--- src/rtl/mdsp_defs.vh ---
// Operation
// - a detected high-side short ends the chopper cycle in progress
// - short counter counts up per short, down one per polarity change
// - counter at 3 shuts driver down until disable then re-enable
// - status bit 3 reads 1 while short shutdown is in force
// - status bit 1 reads 1 while shut down for overtemperature
// - status bit 0 and load pin high when load threshold is reached
// - all serial signals are sampled by the system clock only
// - serial inputs and driver enable are glitch filtered
// - extra input bits pass to data out delayed by 20 clocks
// - chip select rise copies shift register into control word
// - mode 3: idle high, sample on rise, change after fall
`ifndef MDSP_DEFS_VH
`define MDSP_DEFS_VH

// ----------------------------------------
// serial word
// ----------------------------------------
`define MDSP_WORD_W       20
`define MDSP_WORD_RST     20'h00000

// ----------------------------------------
// status bit positions in the response word
// ----------------------------------------
`define MDSP_ST_SHORT_BIT 3
`define MDSP_ST_OT_BIT    1
`define MDSP_ST_LOAD_BIT  0

// ----------------------------------------
// short protection
// ----------------------------------------
`define MDSP_SC_W         2
`define MDSP_SC_LIMIT     2'h3
`define MDSP_SC_RST       2'h0

// ----------------------------------------
// pin filter: index 0 enable_n, 1 sdi, 2 sck, 3 chip_select_n
// ----------------------------------------
`define MDSP_PIN_N        4
`define MDSP_PIN_ENN      0
`define MDSP_PIN_SDI      1
`define MDSP_PIN_SCK      2
`define MDSP_PIN_CSN      3
`define MDSP_PIN_RST      4'hd

`endif

--- src/rtl/mdsp_top.v ---
`timescale 1ns/100ps
`include "mdsp_defs.vh"

// ----------------------------------------
// pin sampler and glitch filter, one pin
// ----------------------------------------
module mdsp_pin_filt #(
  parameter [0:0] IDLE = 1'b0
) (
  input  wire clk,
  input  wire rst,
  input  wire pin,
  output reg  level_q,
  output reg  prev_q
);

  reg meta_q;
  reg sync_q;
  reg dly_q;

  always @(posedge clk or posedge rst) begin
    if (rst) begin
      meta_q <= IDLE;
      sync_q <= IDLE;
    end else begin
      meta_q <= pin;
      sync_q <= meta_q;
    end
  end

  // two agreeing samples
  // a one-cycle spike never reaches the filtered level
  always @(posedge clk or posedge rst) begin
    if (rst) begin
      dly_q   <= IDLE;
      level_q <= IDLE;
      prev_q  <= IDLE;
    end else begin
      dly_q  <= sync_q;
      prev_q <= level_q;
      if (sync_q == dly_q) begin
        level_q <= dly_q;
      end
    end
  end

endmodule // mdsp_pin_filt

module mdsp_top #(
  parameter WORD_W = `MDSP_WORD_W
) (
  input  wire              clk,
  input  wire              rst,
  input  wire              sck,
  input  wire              sdi,
  input  wire              chip_select_n,
  input  wire              driver_enable_n,
  input  wire              short_detect,
  input  wire              phase_polarity,
  input  wire              overtemp_shutdown,
  input  wire              load_at_threshold,
  output reg               sdo,
  output reg               sdo_oe_n,
  output reg  [WORD_W-1:0] ctrl_word,
  output reg               ctrl_strobe,
  output reg               chopper_end,
  output reg               driver_shutdown,
  output reg               driver_enabled,
  output reg               short_ground_flag,
  output reg               overtemp_flag,
  output reg               load_threshold_flag,
  output reg               load_threshold_pin
);

  // ----------------------------------------
  // pin synchroniser and glitch filter
  // ----------------------------------------
  wire [`MDSP_PIN_N-1:0] pin_raw;
  wire [`MDSP_PIN_N-1:0] pin_filt_q;
  wire [`MDSP_PIN_N-1:0] pin_prev_q;

  // idle levels keep the edge detectors quiet after reset
  localparam [`MDSP_PIN_N-1:0] PIN_IDLE = `MDSP_PIN_RST;

  assign pin_raw[`MDSP_PIN_ENN] = driver_enable_n;
  assign pin_raw[`MDSP_PIN_SDI] = sdi;
  assign pin_raw[`MDSP_PIN_SCK] = sck;
  assign pin_raw[`MDSP_PIN_CSN] = chip_select_n;

  // one sampler and filter per pin
  mdsp_pin_filt #(
    .IDLE    (PIN_IDLE[`MDSP_PIN_ENN])
  ) u_filt_enn (
    .clk     (clk),
    .rst     (rst),
    .pin     (pin_raw[`MDSP_PIN_ENN]),
    .level_q (pin_filt_q[`MDSP_PIN_ENN]),
    .prev_q  (pin_prev_q[`MDSP_PIN_ENN])
  );

  mdsp_pin_filt #(
    .IDLE    (PIN_IDLE[`MDSP_PIN_SDI])
  ) u_filt_sdi (
    .clk     (clk),
    .rst     (rst),
    .pin     (pin_raw[`MDSP_PIN_SDI]),
    .level_q (pin_filt_q[`MDSP_PIN_SDI]),
    .prev_q  (pin_prev_q[`MDSP_PIN_SDI])
  );

  mdsp_pin_filt #(
    .IDLE    (PIN_IDLE[`MDSP_PIN_SCK])
  ) u_filt_sck (
    .clk     (clk),
    .rst     (rst),
    .pin     (pin_raw[`MDSP_PIN_SCK]),
    .level_q (pin_filt_q[`MDSP_PIN_SCK]),
    .prev_q  (pin_prev_q[`MDSP_PIN_SCK])
  );

  mdsp_pin_filt #(
    .IDLE    (PIN_IDLE[`MDSP_PIN_CSN])
  ) u_filt_csn (
    .clk     (clk),
    .rst     (rst),
    .pin     (pin_raw[`MDSP_PIN_CSN]),
    .level_q (pin_filt_q[`MDSP_PIN_CSN]),
    .prev_q  (pin_prev_q[`MDSP_PIN_CSN])
  );

  // ----------------------------------------
  // filtered levels and edges
  // ----------------------------------------
  wire enn_f;
  wire sdi_f;
  wire sck_f;
  wire csn_f;
  wire sck_rise;
  wire sck_fall;
  wire csn_fall;
  wire csn_rise;

  assign enn_f    = pin_filt_q[`MDSP_PIN_ENN];
  assign sdi_f    = pin_filt_q[`MDSP_PIN_SDI];
  assign sck_f    = pin_filt_q[`MDSP_PIN_SCK];
  assign csn_f    = pin_filt_q[`MDSP_PIN_CSN];
  assign sck_rise = sck_f & ~pin_prev_q[`MDSP_PIN_SCK];
  assign sck_fall = ~sck_f & pin_prev_q[`MDSP_PIN_SCK];
  assign csn_fall = ~csn_f & pin_prev_q[`MDSP_PIN_CSN];
  assign csn_rise = csn_f & ~pin_prev_q[`MDSP_PIN_CSN];

  // ----------------------------------------
  // short-event counter and shutdown
  // ----------------------------------------
  reg [`MDSP_SC_W-1:0] short_cnt_q;
  reg [`MDSP_SC_W-1:0] short_cnt_d;
  reg                  short_off_q;
  reg                  short_off_d;
  reg                  phase_prev_q;
  wire                 phase_flip;
  wire                 short_clear;

  assign phase_flip  = phase_polarity ^ phase_prev_q;
  // clearing happens while the driver is held disabled
  assign short_clear = enn_f;

  // count up and down
  // both events in one cycle cancel out
  always @* begin
    short_cnt_d = short_cnt_q;
    if (short_clear) begin
      short_cnt_d = `MDSP_SC_RST;
    end else if (short_detect && !phase_flip) begin
      if (short_cnt_q != `MDSP_SC_LIMIT) begin
        short_cnt_d = short_cnt_q + 2'h1;
      end
    end else if (phase_flip && !short_detect) begin
      if (short_cnt_q != `MDSP_SC_RST) begin
        short_cnt_d = short_cnt_q - 2'h1;
      end
    end
  end

  // latched shutdown
  // set wins over the clear from disabling
  always @* begin
    short_off_d = short_off_q & ~short_clear;
    if (short_cnt_q == `MDSP_SC_LIMIT) begin
      short_off_d = 1'b1;
    end
  end

  always @(posedge clk or posedge rst) begin
    if (rst) begin
      short_cnt_q  <= `MDSP_SC_RST;
      short_off_q  <= 1'b0;
      phase_prev_q <= 1'b0;
    end else begin
      short_cnt_q  <= short_cnt_d;
      short_off_q  <= short_off_d;
      phase_prev_q <= phase_polarity;
    end
  end

  // ----------------------------------------
  // status outputs
  // ----------------------------------------
  always @(posedge clk or posedge rst) begin
    if (rst) begin
      chopper_end         <= 1'b0;
      short_ground_flag   <= 1'b0;
      overtemp_flag       <= 1'b0;
      load_threshold_flag <= 1'b0;
      load_threshold_pin  <= 1'b0;
      driver_shutdown     <= 1'b0;
      driver_enabled      <= 1'b0;
    end else begin
      chopper_end         <= short_detect;
      short_ground_flag   <= short_off_q;
      overtemp_flag       <= overtemp_shutdown;
      load_threshold_flag <= load_at_threshold;
      load_threshold_pin  <= load_at_threshold;
      driver_shutdown     <= short_off_q | overtemp_shutdown;
      driver_enabled      <= ~enn_f & ~short_off_q & ~overtemp_shutdown;
    end
  end

  // ----------------------------------------
  // response word
  // ----------------------------------------
  reg [WORD_W-1:0] resp_word;

  // status in low bits
  // upper readback fields are not carried by this block
  always @* begin
    resp_word = {WORD_W{1'b0}};
    resp_word[`MDSP_ST_SHORT_BIT] = short_ground_flag;
    resp_word[`MDSP_ST_OT_BIT]    = overtemp_flag;
    resp_word[`MDSP_ST_LOAD_BIT]  = load_threshold_flag;
  end

  // ----------------------------------------
  // serial shift register
  // ----------------------------------------
  reg [WORD_W-1:0] shift_q;
  reg [WORD_W-1:0] shift_d;
  reg              sdo_d;
  reg              sdo_oe_n_d;
  reg [WORD_W-1:0] ctrl_word_d;
  reg              ctrl_strobe_d;

  always @* begin
    shift_d       = shift_q;
    sdo_d         = sdo;
    sdo_oe_n_d    = sdo_oe_n;
    ctrl_word_d   = ctrl_word;
    ctrl_strobe_d = 1'b0;
    if (csn_fall) begin
      shift_d    = resp_word;
      sdo_d      = resp_word[WORD_W-1];
      sdo_oe_n_d = 1'b0;
    end else if (!csn_f) begin
      if (sck_rise) begin
        shift_d = {shift_q[WORD_W-2:0], sdi_f};
      end
      if (sck_fall) begin
        sdo_d = shift_q[WORD_W-1];
      end
    end
    if (csn_rise) begin
      // latch on deselect
      // only the last word shifted in is kept when chained
      ctrl_word_d   = shift_q;
      ctrl_strobe_d = 1'b1;
      sdo_oe_n_d    = 1'b1;
    end
  end

  always @(posedge clk or posedge rst) begin
    if (rst) begin
      shift_q     <= `MDSP_WORD_RST;
      sdo         <= 1'b0;
      sdo_oe_n    <= 1'b1;
      ctrl_word   <= `MDSP_WORD_RST;
      ctrl_strobe <= 1'b0;
    end else begin
      shift_q     <= shift_d;
      sdo         <= sdo_d;
      sdo_oe_n    <= sdo_oe_n_d;
      ctrl_word   <= ctrl_word_d;
      ctrl_strobe <= ctrl_strobe_d;
    end
  end

endmodule // mdsp_top

--- config.mk ---
export PLATFORM = sky130hd
export DESIGN_NAME = mdsp_top
export DESIGN_NICKNAME = d
export VERILOG_FILES = /design/src/rtl/mdsp_top.v
export VERILOG_INCLUDE_DIRS = /design/src /design/src/rtl
export SDC_FILE = /design/constraint.sdc
export NUM_CORES = 1
export LEC_CHECK = 0
export ABC_AREA = 0
export BUFFER_PORTS_ARGS = -buffer_cell sky130_fd_sc_hd__buf_4
export CORE_ASPECT_RATIO = 1.25
export CORE_MARGIN = 3
export CORE_UTILIZATION = 55
export CTS_CLUSTER_DIAMETER = 120
export CTS_CLUSTER_SIZE = 28
export DETAILED_ROUTE_END_ITERATION = 7
export PLACE_DENSITY = 0.78
export SLEW_MARGIN = 20
export SYNTH_ARGS = -nofsm -noshare
export SYNTH_HDL_FRONTEND = slang
export SYNTH_SLANG_ARGS = --single-unit
--- constraint.sdc ---
create_clock -name clk -period 2.7 [get_ports clk]
set_clock_uncertainty 0.05 [all_clocks]
set_input_delay 0.54 -clock clk [delete_from_list [all_inputs] [get_ports clk]]
set_output_delay 0.54 -clock clk [all_outputs]
set_load 0.02 [all_outputs]
Word-level counts from Yosys, hierarchy flattened --
Index checks and enable logic that the tools add are counted.
Operators by class: add/sub/neg operators 2, equal/unequal tests 8, mux-type cells 15, bitwise logic cells 16, reduce and logical (&&, ||, !) cells 13
Operator list (count):
- $mux W20 | 3
- $mux W2 | 5
- $reduce_bool A2 Y1 | 4
- $and A1 B1 Y1 | 7
- $mux W1 | 7
- $not A1 Y1 | 7
- $reduce_bool A3 Y1 | 2
- $eq A1 B1 Y1 | 4
- $ne A2 B2 Y1 const B | 2
- $reduce_and A2 Y1 | 2
- $ne A3 B1 Y1 const B | 1
- $reduce_and A3 Y1 | 1
- $add A2 B1 Y2 const B | 1
- $eq A2 B2 Y1 const B | 1
- $logic_and A1 B1 Y1 | 2
- $logic_not A1 Y1 | 2
- $sub A2 B1 Y2 const B | 1
- $or A1 B1 Y1 | 1
- $xor A1 B1 Y1 | 1
Word-level totals: register bits 71, input port bits 10, output and inout bits 30, logic and storage cells 86

Logic depth before layout (Yosys ltp) --
Gate-level depths: netlist of the first run.
depth in word-level cells 5, gate-level depth with buffers 5, gate-level depth less buffers 5

Hierarchy --
A second synthesis of the first run with hierarchy kept.
Unflattened totals: cell total of the unflattened synthesis 199, area total of the unflattened synthesis 2675.1 µm²
By module, submodules not included:
- mdsp_top | times used 1, cells an instance 171, area each 2095.8 µm²
- mdsp_pin_filt at u_filt_csn ... | times used 3, cells an instance 7, area each 146.4 µm²
- mdsp_pin_filt at u_filt_sdi | times used 1, cells an instance 7, area each 140.1 µm²

Worst setup path before layout of the first run --
Ideal clock, no wire load.
kind register -> register, from register u_filt_csn.level_q, to register ctrl_word[10], setup time 0.125 ns, arrival 1.317 ns, required time 2.525 ns, slack 1.208 ns, cell stages (with the launch flop) 4, buffers on the path 1, clock period less this slack 1.492 ns, path through dfstp_2 ha_1 buf_2 mux2_2
On the way: word-level cells in the longest chain between the ends 1
Ends and longest elaborated chain:
- start: declaration | line mdsp_top.v:13 | output reg level_q,
- start signal: assignment | line mdsp_top.v:42 | level_q <= dly_q;
- $and A1 B1 Y1 | line mdsp_top.v:150 | assign csn_rise = csn_f & ~pin_prev_q[`MDSP_PIN_CSN];
- via csn_rise | line mdsp_top.v:141 | wire csn_rise;
- end signal: assignment | line mdsp_top.v:284 | ctrl_word <= `MDSP_WORD_RST;
- end signal: assignment | line mdsp_top.v:290 | ctrl_word <= ctrl_word_d;
- end: declaration | line mdsp_top.v:64 | output reg [WORD_W-1:0] ctrl_word,
The timed path passes the listed nets, and every way through them passes these cells. A chain may end at the register's enable or synchronous reset.

Final worst setup path of the first run --
Same ends and word-level chain as after synthesis.

==> results of run 1 <==
[worst paths after layout]
| path | from | to | slack, ns | cells past startpoint |
|---|---|---|---|---|
| worst max register to register | u_filt_csn.level_q$_DFFE_PP1N_ | ctrl_word[10]$_DFFE_PP0P_ | 0.96 | 3 |
| worst max-delay path | u_filt_csn.level_q$_DFFE_PP1N_ | ctrl_word[10]$_DFFE_PP0P_ | 0.96 | 3 |
| worst min-delay path | rst | ctrl_word[19]$_DFFE_PP0P_ | 0.23 | 3 |
| max in group asynchronous | rst | sdo_oe_n$_DFFE_PP1P_ | 2.05 | 3 |
| worst min register to register | u_filt_sdi.meta_q$_DFF_PP0_ | u_filt_sdi.sync_q$_DFF_PP0_ | 0.30 | 0 |
| min in group clk | driver_enable_n | u_filt_enn.meta_q$_DFF_PP1_ | 0.26 | 1 |
[Yosys cell counts (all sizes together)]
cell type	number
dfrtp	56
nor2b	4
buf	7
and2	1
ha	3
a21o	1
o21ai	3
maj3	4
or2	1
mux2	21
clkbuf	2
a21oi	24
dfstp	15
nor3b	2
xnor2	1
mux2i	1
inv	4
nand2	39
nor2	3
a31oi	1
or3b	1
[critical path, stage by stage (launching register included)]
cell     delay, ns
dfstp_2       0.60
ha_1          0.33
buf_4         0.29
mux2_2        0.36
[per-layer routing]
layer,global-route usage,up-vias
li1,-,729
met1,0.194,763
met2,0.273,35
met3,0.0474,8
met4,0.112,0
met5,0,-
[cells in the final DEF, fill, tap and decap left out, types with 2 or more instances in the layout]
| master | count |
|---|---|
| o21ai_0 | 3 |
| dfrtp_1 | 56 |
| clkbuf_8 | 11 |
| buf_4 | 41 |
| maj3_1 | 4 |
| nand2_1 | 39 |
| nor2_1 | 3 |
| mux2_2 | 21 |
| inv_1 | 3 |
| nor2b_1 | 4 |
| dfstp_2 | 15 |
| clkinv_2 | 2 |
| a21oi_1 | 24 |
| ha_1 | 3 |
[power by group]
group / leakage (nW) / internal [mW] / switching (mW)
clock: 0.104 / 0.471 / 0.358
sequential: 0.902 / 1.16 / 0.0523
combinational: 0.492 / 0.126 / 0.150
total: 1.50 / 1.75 / 0.560
[cell families (layout without fill, tap and decap cells)]
| family | after synthesis | count (layout) | share of synthesized area |
|---|---|---|---|
| muxes | 22 | 22 | 0.0957 |
| and+or+nand+nor | 51 | 51 | 0.0879 |
| DFF | 71 | 71 | 0.697 |
| buffers and inverters | 13 | 62 | 0.0282 |
| xor gates and xnor gates | 1 | 1 | 0.00340 |
| AOI/OAI and AO/OA | 29 | 29 | 0.0578 |
| adders and majority gates | 7 | 7 | 0.0301 |
[layout make-up]
class / count / area [um2] / area share
clock inverter: 4 / 43.8 / 0.0140
inverter: 4 / 15.0 / 0.00482
timing repair buffer: 42 / 328 / 0.105
sequential: 71 / 1800 / 0.576
multi-input combinational: 110 / 708 / 0.227
tap: 58 / 72.6 / 0.0233
clock buffer: 12 / 155 / 0.0498
[metrics by stage]
step	utilization	total power [mW]	area, um2
after floorplan	-	1.40	2580
after global placement	0.655	1.50	2920
after detailed placement	0.655	1.51	2920
after CTS	0.699	2.34	3120
after global routing	0.699	2.42	3120
final	0.699	2.31	3120
==> results.sh, run 1 <==
export IMPL_drive_gt1_frac=0.395
export IMPL_period_needed_ns=1.74
export IMPL_syn_nets=207
export IMPL_synth_cells=194
export IMPL_insertion_delay_ns=0.34
export IMPL_ant_nets=0
export IMPL_die_area_um2=5550
export IMPL_status="completed"
export IMPL_nets=251
export IMPL_place_ws_ns=0.929
export IMPL_postCtsSetupBuffers=0
export IMPL_grt_pass1_vias=1553
export IMPL_grt_ovfl_total=0
export IMPL_cts_root_buffer="clkbuf_8"
export IMPL_timing_final_ws_setup_ns=0.956
export IMPL_worst_ep_arrival_time_ns=1.91
export IMPL_period_share=0.646
export IMPL_start_util=0.578
export IMPL_hp_class="in2async"
export IMPL_routedWlPerCell_um=13.6
export IMPL_yosysSeqAreaShare=0.697
export IMPL_yosys_register_bits=71
export IMPL_tns_ns=0
export IMPL_row_count=27
export IMPL_cts_max_level=3
export IMPL_whs_ns=0.230
export IMPL_syn_area_um2=2580
export IMPL_num_io_pins=40
export IMPL_drc=0
export IMPL_fmax_mhz=574
export IMPL_grt_max_degree=72
export IMPL_m1WireLength_mm=1.68
export IMPL_top_layer="met4"
export IMPL_numCtsBuffers=9
export IMPL_clkTransAtPathRegs_ns=0.07
export IMPL_place_gp_congestion=0.712
export IMPL_fin_cells=301
export IMPL_worst_ir_drop_vdd_mv=0.450
export IMPL_vias=1535
export IMPL_syn2layout_area_growth_pct=21.0
export IMPL_setup_viol=0
export IMPL_drv_slew=0
export IMPL_critPathKind="reg2reg"
export IMPL_n_fill_cell=338
export IMPL_yosys_area_top_type_share=0.544
export IMPL_die_w_um=67.2
export IMPL_hold_viol_final=0
export IMPL_cts_tree="yes"
export IMPL_synth_area_leader_cell="dfrtp_1"
export IMPL_maxCapViolations=0
export IMPL_drt_iter0_markers=85
export IMPL_n_antenna_cell=0
export IMPL_core_um2=4460
export IMPL_worst_pin_slew_ns=0.797
export IMPL_grt_antenna_before_repair=0
export IMPL_worst_setup_path_start_kind="flop"
export IMPL_powerDensity_nw_per_um2=742
export IMPL_routed_wl_met3_um=224
export IMPL_worstPathMaxFanout=16
export IMPL_worstPathRequired_ns=2.87
export IMPL_port_buffers=39
export IMPL_ys_types=24
export IMPL_reg_top3="ctrl_word (20), shift_q (20), short_cnt_q (2)"
export IMPL_leakage_nw=1.50
export IMPL_dr_pass1_iters=4
export IMPL_post_cts_resized=0
export IMPL_die_h_um=82.5
export IMPL_holdBufCountCts=0
export IMPL_dr_wl_met2_mm=2.11
export IMPL_avgSynthCellArea_um2=13.3
export IMPL_rsz0062_at_grt="no"
export IMPL_cp_end_kind="flop"
export IMPL_routed_wl_mm=4.09
export IMPL_via_per_inst=5.10
export IMPL_cts_max_path_buffers=2
export IMPL_place_inst=285
export IMPL_slew_headroom=0.468
export IMPL_clkSinkCount=71
export IMPL_grt_pass1_wl_mm=6.82
export IMPL_synthTopCellsByArea="dfrtp_1 (54%), dfstp_2 (15%), mux2_2 (9.2%)"
export IMPL_ys_warn_count=0
export IMPL_grt_usage=0.169
export IMPL_place_hpwl_mm=2.70
Power figures use the tool's default switching activity.
==> run 2: changes to the inputs <==
- clock period: 2.7 -> 1.8 ns (I/O delays scaled with it)
==> run 2 against run 1 <==
First-iteration DRC count is 55% higher. Worst setup slack worse by 0.74 ns. Non-clock buffer count is 2 higher. Critical path type unchanged. Critical endpoint is now shift_q[17]$_DFFE_PP0P_.
==> results.sh, run 2 (synthesis results as in run 1) <==
export IMPL_port_buffers=39
export IMPL_cpPeakStageDelay_ns=0.60
export IMPL_vias=1519
export IMPL_cts_tree="yes"
export IMPL_cts_root_buffer="clkbuf_8"
export IMPL_insertion_delay_ns=0.34
export IMPL_period_share=0.878
export IMPL_row_count=27
export IMPL_num_io_pins=40
export IMPL_fin_util=0.700
export IMPL_worstPathMaxFanout=16
export IMPL_setup_viol=0
export IMPL_place_hpwl_mm=2.63
export IMPL_n_antenna_cell=0
export IMPL_syn2layout_area_growth_pct=21.2
export IMPL_clkTransAtPathRegs_ns=0.06
export IMPL_postCtsSetupBuffers=0
export IMPL_drc=0
export IMPL_fmax_mhz=633
export IMPL_place_gp_congestion=0.707
export IMPL_tns_ns=0
export IMPL_powerDensity_nw_per_um2=1070
export IMPL_power_total_mw=3.34
export IMPL_leakage_nw=1.49
export IMPL_final_cell_mix="dfrtp_1 (56), buf_4 (42), nand2_1 (39)"
export IMPL_numCtsBuffers=9
export IMPL_status="completed"
export IMPL_post_cts_resized=0
export IMPL_drive_gt1_frac=0.392
export IMPL_n_fill_cell=332
export IMPL_worst_setup_path_start_kind="flop"
export IMPL_hp_class="in2async"
export IMPL_die_area_um2=5550
export IMPL_critPathKind="reg2reg"
export IMPL_die_w_um=67.2
export IMPL_cpLargestDelayFamily="flip-flops"
export IMPL_hold_viol_final=0
export IMPL_path_cells="inv_1 -> ha_1 -> buf_4 -> a21oi_1"
export IMPL_cts_max_path_buffers=2
export IMPL_dr_pass1_iters=4
export IMPL_drv_slew=0
export IMPL_grt_pass1_wl_mm=6.69
export IMPL_period_needed_ns=1.58
export IMPL_core_um2=4460
export IMPL_worst_ir_drop_vdd_mv=0.630
export IMPL_clkSinkCount=71
export IMPL_nets=253
export IMPL_slew_headroom=0.634
export IMPL_ant_nets=0
export IMPL_place_ws_ns=0.256
export IMPL_whs_ns=0.0757
export IMPL_grt_pass1_vias=1506
export IMPL_rsz0062_at_grt="no"
export IMPL_cts_max_level=3
export IMPL_reg_top3="ctrl_word (20), shift_q (20), short_cnt_q (2)"
export IMPL_start_util=0.578
export IMPL_worst_ep_arrival_time_ns=1.77
export IMPL_drt_iter0_markers=132
export IMPL_grt_ovfl_total=0
export IMPL_die_h_um=82.5
export IMPL_maxCapViolations=0
export IMPL_routedWlPerCell_um=13.2
export IMPL_layout_cells_most_common="dfrtp_1"
export IMPL_holdBufCountCts=0
export IMPL_worst_pin_slew_ns=0.549
export IMPL_routed_wl_mm=4.00
export IMPL_grt_antenna_before_repair=0
export IMPL_via_per_inst=5.01
export IMPL_grt_max_degree=72
export IMPL_cp_buffers_inverters=2
export IMPL_worstPathRequired_ns=2.00
export IMPL_cp_end_kind="flop"
export IMPL_timing_final_ws_setup_ns=0.220
export IMPL_grt_usage=0.170
export IMPL_slowest_stage="dfstp_2"
==> run 2: path summary, 6_finish.rpt <==
check / start / to / slack, ns / cells past startpoint
max in group asynchronous: rst / u_filt_csn.prev_q$_DFF_PP1_ / 1.33 / 3
min in group clk: load_at_threshold / load_threshold_pin$_DFF_PP0_ / 0.08 / 1
max: u_filt_csn.level_q$_DFFE_PP1N_ / shift_q[17]$_DFFE_PP0P_ / 0.22 / 4
max reg2reg: u_filt_csn.level_q$_DFFE_PP1N_ / shift_q[17]$_DFFE_PP0P_ / 0.22 / 4
min: rst / short_ground_flag$_DFF_PP0_ / 0.08 / 3
min reg2reg: u_filt_sdi.meta_q$_DFF_PP0_ / u_filt_sdi.sync_q$_DFF_PP0_ / 0.30 / 0
==> run 2: through the flow <==
| step | instances | area, um2 |
|---|---|---|
| final | 303 | 3120 |
| after global routing | 303 | 3120 |
| after CTS | 303 | 3120 |
| after detailed placement | 287 | 2950 |
| after global placement | 287 | 2950 |
| after floorplan | 194 | 2580 |
==> run 2: worst min-delay path, stage by stage <==
cell and delay [ns]:
buf_4 0.12, clkinvlp_4 0.07, buf_12 0.30
==> run 2: cell type report <==
class / instances / area [um2] / share of cell area
Sequential cell: 71 / 1800 / 0.575
Multi-Input combinational cell: 110 / 708 / 0.227
Clock inverter: 1 / 5.00 / 0.00160
Clock buffer: 15 / 166 / 0.0533
Timing Repair Buffer: 44 / 355 / 0.114
Tap cell: 58 / 72.6 / 0.0232
Inverter: 4 / 18.8 / 0.00601
==> run 2: power by group <==
part	internal, mW	switching [mW]	leakage, nW
Clock	0.576	0.525	0.0877
Sequential	1.73	0.0760	0.902
Combinational	0.201	0.229	0.502
==> run 2: metal layers <==
| metal | GRT usage | vias to the layer above | part of all wire |
|---|---|---|---|
| li1 | - | 736 | - |
| met1 | 0.201 | 742 | 0.45 |
| met2 | 0.265 | 34 | 0.48 |
| met3 | 0.0785 | 7 | 0.052 |
| met4 | 0.0730 | 0 | 0.015 |
| met5 | 0 | - | 0 |
